<file path="config.mk">
export PLATFORM = sky130hd
export DESIGN_NAME = lbaa_top
export DESIGN_NICKNAME = d
export VERILOG_FILES = /design/src/pkg/lbaa_pkg.sv /design/src/pkg/lbaa_ctl_if.sv /design/src/hdl/lbaa_bucket.sv /design/src/hdl/lbaa_tick.sv /design/src/hdl/lbaa_top.sv
export SDC_FILE = /design/constraint.sdc
export NUM_CORES = 1
export LEC_CHECK = 0
export BUFFER_PORTS_ARGS = -buffer_cell sky130_fd_sc_hd__buf_2
export CORE_MARGIN = 2
export CORE_UTILIZATION = 40
export CTS_BUF_LIST = sky130_fd_sc_hd__clkbuf_4 sky130_fd_sc_hd__clkbuf_8
export DETAILED_ROUTE_END_ITERATION = 8
export PLACE_DENSITY = 0.57
export SYNTH_ARGS = -nofsm -noshare
export SYNTH_HDL_FRONTEND = slang
export SYNTH_SLANG_ARGS = --single-unit
</file>
<file path="constraint.sdc">
create_clock -name clock -period 4.6 [get_ports clock]
set_input_delay 0.46 -clock clock [delete_from_list [all_inputs] [get_ports clock]]
set_output_delay 0.46 -clock clock [all_outputs]
set_load 0.005 [all_outputs]
</file>
<file path="src/pkg/lbaa_pkg.sv">
// Purpose: Shared constants and types of the leaky bucket activity alarm.
// Assumes: 125 MHz system clock, 32-bit Avalon-MM register slave.
// Notes: Offsets are byte addresses of aligned 32-bit words.
package lbaa_pkg;

    // ------------------------------------------------------------------
    // Timing
    // ------------------------------------------------------------------
    localparam int unsigned CLK_KHZ = 125000;
    localparam int unsigned CYCLE_MS = 128;
    localparam int unsigned TICK_CYCLES = CYCLE_MS * CLK_KHZ;

    // ------------------------------------------------------------------
    // Register map
    // ------------------------------------------------------------------
    localparam logic [5:0] OFS_RAISE = 6'h00;
    localparam logic [5:0] OFS_CLEAR = 6'h04;
    localparam logic [5:0] OFS_LEAK = 6'h08;
    localparam logic [5:0] OFS_SIZE = 6'h0C;
    localparam logic [5:0] OFS_STATE = 6'h10;
    localparam logic [5:0] OFS_IRQ_STAT = 6'h14;
    localparam logic [5:0] OFS_IRQ_MASK = 6'h18;

    localparam logic [7:0] RST_RAISE = 8'h06;
    localparam logic [7:0] RST_CLEAR = 8'h04;
    localparam logic [1:0] RST_LEAK = 2'h1;
    localparam logic [7:0] RST_SIZE = 8'h08;
    localparam logic [1:0] RST_IRQ_MASK = 2'h0;

    // State word: count in [7:0], alarm in bit 8.
    localparam int unsigned STATE_ALARM_BIT = 8;
    // Interrupt bits: alarm raised in bit 0, alarm cleared in bit 1.
    localparam int unsigned IRQ_RAISE_BIT = 0;
    localparam int unsigned IRQ_CLEAR_BIT = 1;

    // ------------------------------------------------------------------
    // Types
    // ------------------------------------------------------------------
    typedef enum logic [1:0] {
        LBAA_IDLE = 2'b01,
        LBAA_ACK = 2'b10
    } lbaa_bus_e;

endpackage : lbaa_pkg
</file>
<file path="src/pkg/lbaa_ctl_if.sv">
// Purpose: Carrier between the register front end and the bucket core.
// Assumes: Single clock domain.
// Notes: Configuration flows to the core, state and events flow back.
`timescale 1ns/1ps
interface lbaa_ctl_if;
    logic tick;
    logic event_seen;
    logic [7:0] raise_level;
    logic [7:0] clear_level;
    logic [1:0] leak_sel;
    logic [7:0] size_limit;
    logic [7:0] count;
    logic alarm;
    logic alarm_rose;
    logic alarm_fell;

    modport front (
        output tick, event_seen, raise_level, clear_level, leak_sel, size_limit,
        input count, alarm, alarm_rose, alarm_fell
    );
    modport core (
        input tick, event_seen, raise_level, clear_level, leak_sel, size_limit,
        output count, alarm, alarm_rose, alarm_fell
    );
endinterface : lbaa_ctl_if

</file>
<file path="src/hdl/lbaa_bucket.sv">
// Purpose: Leaky bucket accumulator with raise and clear hysteresis.
// Assumes: Inputs are sampled only on the observation cycle tick.
// Notes: The alarm follows the count of the same tick.
`timescale 1ns/1ps
module lbaa_bucket (
    input wire logic clock,
    input wire logic nrst,
    lbaa_ctl_if.core ctl
);
    import lbaa_pkg::*;

    logic [7:0] count_ff;
    logic [7:0] nxt_count;
    logic [2:0] leak_ff;
    logic [2:0] nxt_leak;
    logic alarm_ff;
    logic nxt_alarm;
    logic rose_ff;
    logic nxt_rose;
    logic fell_ff;
    logic nxt_fell;

    function automatic logic [3:0] group_len(input logic [1:0] sel);
        group_len = 4'h1 << sel;
    endfunction : group_len

    always_comb begin
        nxt_count = count_ff;
        nxt_leak = leak_ff;
        nxt_alarm = alarm_ff;
        nxt_rose = 1'b0;
        nxt_fell = 1'b0;
        if (ctl.tick) begin
            if (ctl.event_seen) begin
                nxt_leak = 3'h0;
                if (count_ff < ctl.size_limit) begin // RULE7
                    nxt_count = count_ff + 8'h01; // RULE2
                end else begin
                    nxt_count = ctl.size_limit; // RULE7
                end
            end else if ({1'b0, leak_ff} + 4'h1 >= group_len(ctl.leak_sel)) begin // RULE3
                nxt_leak = 3'h0;
                if (count_ff != 8'h00) begin // RULE7
                    nxt_count = count_ff - 8'h01; // RULE4
                end
            end else begin
                nxt_leak = leak_ff + 3'h1; // RULE3
            end
            if (!alarm_ff && nxt_count >= ctl.raise_level) begin // RULE5
                nxt_alarm = 1'b1;
                nxt_rose = 1'b1;
            end else if (alarm_ff && nxt_count <= ctl.clear_level) begin // RULE6
                nxt_alarm = 1'b0;
                nxt_fell = 1'b1;
            end
        end
    end

    always_ff @(posedge clock or negedge nrst) begin
        if (!nrst) begin
            count_ff <= 8'h00;
            leak_ff <= 3'h0;
            alarm_ff <= 1'b0;
            rose_ff <= 1'b0;
            fell_ff <= 1'b0;
        end else begin
            count_ff <= nxt_count;
            leak_ff <= nxt_leak;
            alarm_ff <= nxt_alarm;
            rose_ff <= nxt_rose;
            fell_ff <= nxt_fell;
        end
    end

    assign ctl.count = count_ff;
    assign ctl.alarm = alarm_ff;
    assign ctl.alarm_rose = rose_ff;
    assign ctl.alarm_fell = fell_ff;

endmodule : lbaa_bucket

</file>
<file path="src/hdl/lbaa_tick.sv">
// Purpose: Free running observation cycle timer.
// Assumes: Period given in system clock cycles, at least two.
// Notes: Emits a one-cycle pulse at the end of each observation cycle.
`timescale 1ns/1ps
module lbaa_tick #(
    parameter int unsigned PERIOD = lbaa_pkg::TICK_CYCLES
) (
    input wire logic clock,
    input wire logic nrst,
    output logic tick
);
    import lbaa_pkg::*;

    logic [31:0] cnt_ff;
    logic [31:0] nxt_cnt;
    logic tick_ff;
    logic nxt_tick;

    always_comb begin
        nxt_tick = 1'b0;
        nxt_cnt = cnt_ff + 32'h0000_0001;
        if (cnt_ff == 32'(PERIOD - 1)) begin // RULE1
            nxt_cnt = 32'h0000_0000;
            nxt_tick = 1'b1;
        end
    end

    always_ff @(posedge clock or negedge nrst) begin
        if (!nrst) begin
            cnt_ff <= 32'h0000_0000;
            tick_ff <= 1'b0;
        end else begin
            cnt_ff <= nxt_cnt;
            tick_ff <= nxt_tick;
        end
    end

    assign tick = tick_ff;

endmodule : lbaa_tick

</file>
<file path="src/hdl/lbaa_top.sv">
// Purpose: Leaky bucket activity alarm with Avalon-MM register slave.
// Assumes: Failure and erratic inputs are synchronous to clock.
// Notes: Every access answers after one wait cycle.
`timescale 1ns/1ps
// Function
// (RULE1) Evaluate input every 128 ms cycle.
// (RULE2) Add one per cycle with event.
// (RULE3) Clean cycles grouped by 1, 2, 4, 8.
// (RULE4) Subtract one per full clean group.
// (RULE5) Raise alarm when count reaches raise level.
// (RULE6) Clear alarm when count falls to clear.
// (RULE7) Count saturates at zero and size limit.
module lbaa_top #(
    parameter int unsigned TICK_CYCLES = lbaa_pkg::TICK_CYCLES
) (
    input wire logic clock,
    input wire logic nrst,
    input wire logic ref_fail,
    input wire logic ref_erratic,
    input wire logic [5:0] avs_address,
    input wire logic avs_read,
    input wire logic avs_write,
    input wire logic [31:0] avs_writedata,
    input wire logic [3:0] avs_byteenable,
    output logic [31:0] avs_readdata,
    output logic avs_waitrequest,
    output logic alarm,
    output logic irq
);
    import lbaa_pkg::*;

    // ------------------------------------------------------------------
    // Declarations
    // ------------------------------------------------------------------
    lbaa_ctl_if ctl ();

    logic tick;
    lbaa_bus_e state_ff;
    lbaa_bus_e nxt_state;
    logic wait_ff;
    logic nxt_wait;
    logic [31:0] rdata_ff;
    logic [31:0] nxt_rdata;
    logic [7:0] raise_ff;
    logic [7:0] nxt_raise;
    logic [7:0] clear_ff;
    logic [7:0] nxt_clear;
    logic [1:0] leak_ff;
    logic [1:0] nxt_leak;
    logic [7:0] size_ff;
    logic [7:0] nxt_size;
    logic [1:0] istat_ff;
    logic [1:0] nxt_istat;
    logic [1:0] imask_ff;
    logic [1:0] nxt_imask;
    logic irq_ff;
    logic nxt_irq;
    logic alarm_ff;
    logic nxt_alarm;
    logic pend_ff;
    logic nxt_pend;
    logic wr_commit;
    logic [1:0] irq_events;

    logic [1:0] istat_clr;
    logic wr_raise;
    logic wr_clear;
    logic wr_leak;
    logic wr_size;
    logic wr_imask;

    // ------------------------------------------------------------------
    // Address decode
    // ------------------------------------------------------------------
    // Only byte lane 0 carries register data; a write without it is dropped.
    function automatic logic reg_hit(input logic [5:0] addr, input logic [5:0] ofs);
        reg_hit = (addr == ofs);
    endfunction : reg_hit

    // ------------------------------------------------------------------
    // Submodules
    // ------------------------------------------------------------------
    lbaa_tick #(
        .PERIOD(TICK_CYCLES)
    ) u_tick (
        .clock(clock),
        .nrst(nrst),
        .tick(tick)
    );

    lbaa_bucket u_bucket (
        .clock(clock),
        .nrst(nrst),
        .ctl(ctl)
    );

    // ------------------------------------------------------------------
    // Observation cycle event capture
    // ------------------------------------------------------------------
    // A failure seen on the tick cycle itself still counts toward the
    // cycle that is closing, so no event is lost at the boundary.
    assign ctl.tick = tick; // RULE1
    assign ctl.event_seen = pend_ff | ref_fail | ref_erratic; // RULE1
    assign ctl.raise_level = raise_ff;
    assign ctl.clear_level = clear_ff;
    assign ctl.leak_sel = leak_ff;
    assign ctl.size_limit = size_ff;

    always_comb begin
        nxt_pend = pend_ff | ref_fail | ref_erratic;
        if (tick) begin
            nxt_pend = 1'b0;
        end
    end

    always_ff @(posedge clock or negedge nrst) begin
        if (!nrst) begin
            pend_ff <= 1'b0;
        end else begin
            pend_ff <= nxt_pend;
        end
    end

    // ------------------------------------------------------------------
    // Bus handshake
    // ------------------------------------------------------------------
    // One wait cycle lets read data come from a flop at the cost of
    // halving peak bus throughput.
    always_comb begin
        nxt_state = state_ff;
        nxt_wait = wait_ff;
        nxt_rdata = rdata_ff;
        unique case (state_ff)
            LBAA_IDLE: begin
                if (avs_read || avs_write) begin
                    nxt_state = LBAA_ACK;
                    nxt_wait = 1'b0;
                    nxt_rdata = 32'h0000_0000;
                    if (avs_read) begin
                        unique case (avs_address)
                            OFS_RAISE: begin
                                nxt_rdata = {24'h00_0000, raise_ff};
                            end
                            OFS_CLEAR: begin
                                nxt_rdata = {24'h00_0000, clear_ff};
                            end
                            OFS_LEAK: begin
                                nxt_rdata = {30'h0000_0000, leak_ff};
                            end
                            OFS_SIZE: begin
                                nxt_rdata = {24'h00_0000, size_ff};
                            end
                            OFS_STATE: begin
                                nxt_rdata = {23'h00_0000, ctl.alarm, ctl.count};
                            end
                            OFS_IRQ_STAT: begin
                                nxt_rdata = {30'h0000_0000, istat_ff};
                            end
                            OFS_IRQ_MASK: begin
                                nxt_rdata = {30'h0000_0000, imask_ff};
                            end
                            default: begin
                                nxt_rdata = 32'h0000_0000;
                            end
                        endcase
                    end
                end
            end
            LBAA_ACK: begin
                nxt_state = LBAA_IDLE;
                nxt_wait = 1'b1;
            end
            default: begin
                nxt_state = LBAA_IDLE;
                nxt_wait = 1'b1;
            end
        endcase
    end

    always_ff @(posedge clock or negedge nrst) begin
        if (!nrst) begin
            state_ff <= LBAA_IDLE;
            wait_ff <= 1'b1;
            rdata_ff <= 32'h0000_0000;
        end else begin
            state_ff <= nxt_state;
            wait_ff <= nxt_wait;
            rdata_ff <= nxt_rdata;
        end
    end

    // The write lands on the edge where the master sees waitrequest low.
    assign wr_commit = (state_ff == LBAA_ACK) && avs_write && avs_byteenable[0];

    // ------------------------------------------------------------------
    // Write strobes
    // ------------------------------------------------------------------
    // Each strobe lasts only the answering cycle, so a request held
    // through its answering edge still writes exactly once.
    assign wr_raise = wr_commit && reg_hit(avs_address, OFS_RAISE);
    assign wr_clear = wr_commit && reg_hit(avs_address, OFS_CLEAR);
    assign wr_leak = wr_commit && reg_hit(avs_address, OFS_LEAK);
    assign wr_size = wr_commit && reg_hit(avs_address, OFS_SIZE);
    assign wr_imask = wr_commit && reg_hit(avs_address, OFS_IRQ_MASK);
    assign istat_clr = avs_writedata[1:0]
        & {2{wr_commit && reg_hit(avs_address, OFS_IRQ_STAT)}};

    // ------------------------------------------------------------------
    // Configuration registers
    // ------------------------------------------------------------------
    always_comb begin
        nxt_raise = raise_ff;
        nxt_clear = clear_ff;
        nxt_leak = leak_ff;
        nxt_size = size_ff;
        nxt_imask = imask_ff;
        if (wr_raise) begin
            nxt_raise = avs_writedata[7:0]; // RULE5
        end
        if (wr_clear) begin
            nxt_clear = avs_writedata[7:0]; // RULE6
        end
        if (wr_leak) begin
            nxt_leak = avs_writedata[1:0]; // RULE3
        end
        if (wr_size) begin
            nxt_size = avs_writedata[7:0]; // RULE7
        end
        if (wr_imask) begin
            nxt_imask = avs_writedata[1:0];
        end
    end

    always_ff @(posedge clock or negedge nrst) begin
        if (!nrst) begin
            raise_ff <= RST_RAISE;
            clear_ff <= RST_CLEAR;
            leak_ff <= RST_LEAK;
            size_ff <= RST_SIZE;
            imask_ff <= RST_IRQ_MASK;
        end else begin
            raise_ff <= nxt_raise;
            clear_ff <= nxt_clear;
            leak_ff <= nxt_leak;
            size_ff <= nxt_size;
            imask_ff <= nxt_imask;
        end
    end

    // ------------------------------------------------------------------
    // Interrupts
    // ------------------------------------------------------------------
    // A new event in the clearing cycle keeps its bit set.
    assign irq_events[IRQ_RAISE_BIT] = ctl.alarm_rose;
    assign irq_events[IRQ_CLEAR_BIT] = ctl.alarm_fell;

    for (genvar b = 0; b < 2; b++) begin : g_istat
        always_comb begin
            nxt_istat[b] = istat_ff[b];
            if (istat_clr[b]) begin
                nxt_istat[b] = 1'b0;
            end
            if (irq_events[b]) begin
                nxt_istat[b] = 1'b1;
            end
        end

        always_ff @(posedge clock or negedge nrst) begin
            if (!nrst) begin
                istat_ff[b] <= 1'b0;
            end else begin
                istat_ff[b] <= nxt_istat[b];
            end
        end
    end

    // ------------------------------------------------------------------
    // Interrupt and alarm output registers
    // ------------------------------------------------------------------
    always_comb begin
        nxt_irq = |(nxt_istat & nxt_imask);
        nxt_alarm = ctl.alarm;
    end

    always_ff @(posedge clock or negedge nrst) begin
        if (!nrst) begin
            irq_ff <= 1'b0;
            alarm_ff <= 1'b0;
        end else begin
            irq_ff <= nxt_irq;
            alarm_ff <= nxt_alarm;
        end
    end

    // ------------------------------------------------------------------
    // Outputs
    // ------------------------------------------------------------------
    assign avs_readdata = rdata_ff;
    assign avs_waitrequest = wait_ff;
    assign alarm = alarm_ff;
    assign irq = irq_ff;

endmodule : lbaa_top

</file>
After elaboration in Yosys (flattened, before gate mapping)
Index checks and enable logic that the tools add are counted.
{ "word_totals": {"register_bits": 115, "input_bits": 48, "out_inout_bits": 35, "word_cells": 90} }
{ "op_classes": {"n_addsub": 5, "order_cmp": 4, "n_eq_ne": 10, "shift": 1, "mux": 28, "bitwise_logic": 4, "n_reduce_logical": 18} }
{ "op_table": {"columns": ["cell", "count"], "rows": [
  ["$pmux 9 s7", 1],
  ["$mux 8", 5],
  ["$add 32x1->32 const B", 1],
  ["$eq 32x24->1 const B", 1],
  ["$mux 32", 1],
  ["$eq 6x5->1 const B", 3],
  ["$mux 1", 15],
  ["$eq 6x4->1 const B", 2],
  ["$logic_and 1x1->1", 10],
  ["$mux 9", 1],
  ["$add 8x1->8 const B", 1],
  ["$ge 8x8->1", 1],
  ["$le 8x8->1", 1],
  ["$lt 8x8->1", 1],
  ["$reduce_bool 8->1", 1],
  ["$sub 8x1->8 const B", 1],
  ["$eq 6x3->1 const B", 1],
  ["$logic_not 6->1", 1],
  ["$mux 2", 3],
  ["$mux 3", 2],
  ["$add 3x1->4 const B", 1],
  ["$and 2x2->2", 2],
  ["$ge 4x4->1", 1],
  ["$reduce_and 2->1", 2],
  ["other kinds (10)", 11]
]} }

Depth between registers and ports, before layout
{ "logic_depth": {"word_depth": 10, "mapped_depth": 16, "mapped_depth_nobuf": 16} }

Hierarchy
Synthesis repeated with hierarchy kept, for this count alone.
{ "unflattened": {"hier_cells": 596, "area_unflattened_um2": 5830.6} }
{ "by_module_without_submodules": {"columns": ["module", "n_inst", "cells_per_inst", "area_each_um2", "seq_area_each_um2"], "rows": [
  ["lbaa_top", 1, 194, 2254.7, 1108.6],
  ["lbaa_bucket", 1, 248, 1965.6, 350.3],
  ["lbaa_tick", 1, 154, 1610.3, 825.8]
]} }

Worst setup path after synthesis
OpenSTA, ideal clock, no wires.
{ "synth_timing": {"path_kind": "reg2reg", "from": "register u_bucket.leak_ff[0]", "to": "register u_bucket.alarm_ff (netlist: u_bucket.ctl.alarm)", "t_arrival_ns": 3.363, "t_required_ns": 4.482, "slack_ns": 1.119, "path_stages_with_launch": 16, "path_cell_list": "dfrtp_1 -> ha_1 -> xor2_1 -> ha_1 -> o21a_1 -> nor2_1 -> nor3b_1 -> nand2_1 -> or3_1 -> a31oi_1 -> ha_1 -> nand4_1 -> a21oi_1 -> a2111oi_0 -> o21ai_0 -> a21o_1"} }
{ "synth_via": {"elab_chain_cells": 9, "elab_cells_between_ends": 12, "cone_classes": "1 x add/sub; 3 x order compare; 4 x mux; 4 x reduce/logical"} }
{ "synth_lines": {"columns": ["item", "line_no", "rtl"], "rows": [
  ["start, declared", "lbaa_bucket.sv:14", "logic [2:0] leak_ff;"],
  ["start signal, assigned", "lbaa_bucket.sv:68", "leak_ff <= nxt_leak;"],
  ["$add 3x1->4 *", "lbaa_bucket.sv:41", "end else if ({1'b0, leak_ff} + 4'h1 >= group_len(ctl.leak_sel)) begin"],
  ["$ge 4x4->1 *", "lbaa_bucket.sv:41", null],
  ["$mux 8 *", "lbaa_bucket.sv:41", null],
  ["$mux 8 *", "lbaa_bucket.sv:34", "if (ctl.event_seen) begin"],
  ["$mux 8 *", "lbaa_bucket.sv:33", "if (ctl.tick) begin"],
  ["$le 8x8->1 or $ge 8x8->1 (tied branches)", "lbaa_bucket.sv:52, lbaa_bucket.sv:49", null],
  ["$logic_and 1x1->1, on equally long branches", "lbaa_bucket.sv:52, lbaa_bucket.sv:49", null],
  ["$reduce_bool 2->1 (no source line)", null, null],
  ["$reduce_and 2->1 (no source line)", null, null],
  ["end signal, assigned", "lbaa_bucket.sv:69", "alarm_ff <= nxt_alarm;"],
  ["end, declared", "lbaa_bucket.sv:16", "logic alarm_ff;"]
]} }
Mark *: on every way between the ends. The rest lies on a longest branch, timed or not. The select of a mux whose other input is x is not followed.
A chain may end at the register's enable or synchronous reset.

Final worst setup path
Ends and elaborated chain as after synthesis.

==> impl_summary.txt <==
----------------------------------------------------
[Outcome]
  Run status ... finished, final reports clean

[CTS]
  Clk sink count ... 91
  Number of H-tree branching levels ... 3
  Hold-fix buffers at CTS ... 0
  Number of post-CTS setup repair buffers ... 0
  Clock tree from TritonCTS ... built
  Clock slew at reported path FFs ... 0.09 ns
  Post-cts repair resize count ... 0
  Root Driver ... clkbuf_8
  TritonCTS Buffers ... 9
  Clock insertion delay at the later pin of the skew report ... 0.38 ns
  Number of buffers on the longest clock path ... 2

[Synth]
  Instance count of the mapped netlist ... 569
  Number of synthesized flops with an enable pin ... 0
  Portion of the post-synthesis area used by sequential elements ... 41.2%
  Top flip-flop cell by instance count after synthesis ... dfrtp_1
  Count of different cell masters after synthesis ... 65
  Post-synth top area cell ... dfrtp_1
  Share of flip-flops with an asynchronous set or reset ... 100%
  Synth Cell Area ... 5550 um2
  Flops & latches, synth ... 91
  Proportion of netlist area held by the largest area contributor ... 38.3%
  Dominant cells by area after synthesis ... dfrtp_1 38%, ha_1 7.2%, mux2i_1 4.1%
  Average cell area after synthesis ... 9.75 um2
  Number of warning messages in the yosys log ... 0

[Drt]
  Total wirelength of the detailed-routed design ... 12500 um
  1st-pass router iterations ... 4
  Number of vias in the routed layout ... 4143
  Starting DRT DRC Count ... 237
  Number of vias per cell after detailed routing ... 5.33
  Antenna violation net count after detailed routing ... 0
  Drt drc ... 0
  Routed wirelength normalized by instance count ... 16.1 um

[Die]
  Height of the chip ... 122 um
  Die area ... 14800 um2
  Initial core utilization ... 40.4%
  Number of primary I/O pins ... 83
  Floorplan row count ... 43
  Core ar. ... 13700 um2
  Die X ... 122 um

[Pwr]
  PwrDens ... 254 nW/um2
  Worst IR Drop VDD ... 0.215 mV
  Leakage Power ... 2.81 nW

[Timing]
  Final number of hold-violating endpoints ... 0
  Worst path setup slack after routing ... 0.635 ns
  Worst slew slack as a fraction of its limit ... 35.2%
  Maximum achievable frequency ... 252 MHz
  Pins Over Slew Limit ... 0
  Unrepaired setup endpoints after global routing ... false
  Final TNS setup ... 0 ns
  Worst slew pin tran ... 0.968 ns
  Post-Route Hold Slack ... 0.0870 ns
  Setup-failing EPs final ... 0
  Final Skew ... 0.0134 ns
  Final period utilization ... 86.2%
  Period minus WS final ... 3.97 ns

[Placed design]
  DP Worst Slack ... 0.607 ns
  Placer's final routability congestion estimate ... 0.836
  Port Buffers ... 32
  Half-perimeter wire length after detailed placement ... 9300 um
  Cell area after placement ... 5780 um2

[Final layout]
  Post-layout instance area ... 5980 um2
  Nets ... 672
  Area added between synthesis and finish ... 7.80%
  Fraction of final layout cells sized beyond drive strength 1 ... 15.9%
  ANT cells ... 0
  Final core utilization ... 43.6%

[Worst setup path]
  R2R depth ... 16
  Crit path to ... u_bucket.ctl.alarm
  Element type at the critical path end ... flop
  Startpoint of the worst setup timing path ... u_bucket.leak_ff[0]
  End of the worst register-to-register path ... u_bucket.ctl.alarm
  R2r setup slk ... 0.63 ns
  Largest fanout on the critical path ... 6
  Startpoint Class ... flop
  Worst reg2reg startpoint ... u_bucket.leak_ff[0]
  Data required time at the worst endpoint ... 4.88 ns
  Arrival time of data at the critical path endpoint ... 4.24 ns
  Crit path kind ... reg2reg

[GRT]
  GRT overflow ... 0
  Wire length of the first global-routing pass ... 20900 um
  Number of antenna violations at the first check in global routing ... 0
  Pin count of the biggest net entering global routing ... 47
  GRT Resource Usage Total ... 18.3%
  Number of global-route vias before repair ... 4116

[Min path]
  Class of the tightest hold or removal check ... in2async

[Run]
  Maximum capacitance violations ... 0

----------------------------------------------------
==> worst max-delay path, stage by stage, from the launching register on <==
cell and delay [ns]:
dfrtp_1 0.42, ha_1 0.25, xor2_1 0.17, ha_1 0.29, o21a_1 0.17, nor2_1 0.39, or2_2 0.25, o21ai_0 0.10
o311a_1 0.14, a21oi_1 0.25, ha_1 0.30, nor2b_1 0.13, o211ai_1 0.15, a21oi_1 0.09, a2111oi_0 0.33, o21ai_0 0.18
a21o_1 0.24
==> synth_stat cells (all sizes together) (2+ instances only) <==
master	count
a2111oi	2
a211oi	4
a21o	6
a21oi	17
a22o	10
a31oi	2
and2	2
and3	9
and4	2
buf	31
clkbuf	16
dfrtp	85
dfstp	6
ha	32
inv	31
mux2	15
mux2i	23
mux4	2
nand2	49
nand2b	5
nand3	22
nand4	14
nor2	43
nor2b	5
nor3	8
nor4	10
nor4b	6
o211ai	5
o21ai	37
o22ai	7
or2	2
or3	3
or4	4
xnor2	24
xor2	13
==> placed cells by master, fill, tap and decap left out, types with 3 or more instances in the layout <==
cell type,instances
nand3_1,21
a21o_1,6
nor4b_1,5
nor2_1,39
mux2i_1,23
inv_1,31
nor3_1,6
buf_4,6
nor2_2,4
o211ai_1,5
a21oi_1,17
nand2b_1,5
nor4_1,8
nor2b_1,5
ha_1,32
and3_1,8
a211oi_1,3
conb_1,23
o21ai_0,35
or3_1,3
clkbuf_8,9
nand4_1,14
xnor2_1,24
clkbuf_4,5
a22o_1,10
dfrtp_1,85
nand2_1,49
buf_2,31
mux2_2,15
o22ai_1,7
xor2_1,13
dfstp_2,6
==> where the power goes <==
| part | switching, W | internal [W] |
|---|---|---|
| Sequential | 0.0000142 | 0.000825 |
| Clock | 0.000276 | 0.000283 |
| Combinational | 0.0000811 | 0.0000390 |
==> through the flow <==
step,cells,total power [W]
floorplan,591,0.000934
global placement,761,0.000972
detailed placement,761,0.000976
CTS,777,0.00154
global route,777,0.00160
finish,777,0.00152
==> worst min-delay path by stage <==
| stage | startpoint | end | slack [ns] |
|---|---|---|---|
| 2_1_floorplan | nrst | alarm | 0.16 |
| 3_3_place_gp | u_bucket.ctl.alarm | alarm | 0.41 |
| 3_5_place_dp | u_bucket.ctl.alarm | alarm | 0.43 |
| 4_1_cts | nrst | avs_readdata[8] | 0.09 |
| 5_1_grt | nrst | avs_readdata[8] | 0.13 |
| 6_report | nrst | avs_readdata[8] | 0.09 |
==> state kept, by name, indices dropped and copies added (netlist names) <==
signal and count:
avs_readdata 9, pend_ff 1, u_tick.tick 1, istat_ff 2
ctl.raise_level 8, irq 1, u_bucket.ctl.alarm_fell 1, u_tick.cnt_ff 32
u_bucket.ctl.alarm 1, imask_ff 2, ctl.size_limit 8, u_bucket.leak_ff 3
ctl.leak_sel 2, u_bucket.ctl.alarm_rose 1, u_bucket.ctl.count 8, state_ff 2
alarm 1, clear_ff 8
==> cells by family after synthesis <==
kind of cell,after synthesis,synth area share [%]
simple gates,188,18.4
compound gates,102,12.3
flops,91,41.2
buf+inv,78,7.06
mux,40,8.00
xor+xnor,37,5.84
fa+ha+maj,32,7.22
other cells,1,0.0676
==> metal layers <==
metal / vias up / track usage (%) / share of wire, %
met5: - / 0 / 0
met4: 0 / 6.82 / 2.3
met3: 23 / 3.89 / 4.5
met2: 94 / 30.9 / 49
met1: 2000 / 22.9 / 44
li1: 2026 / - / -
==> final cells by class <==
| cell class | count | area [um2] |
|---|---|---|
| repair buffers | 37 | 200 |
| clock buffers | 14 | 161 |
| fillers | 1343 | 7740 |
| flip-flops and latches | 91 | 2280 |
| multi-input cells | 422 | 2960 |
| well taps | 180 | 225 |
| clock inverters | 2 | 38.8 |
| inverters | 31 | 116 |
Note: power is estimated with default switching activity, not from simulation.
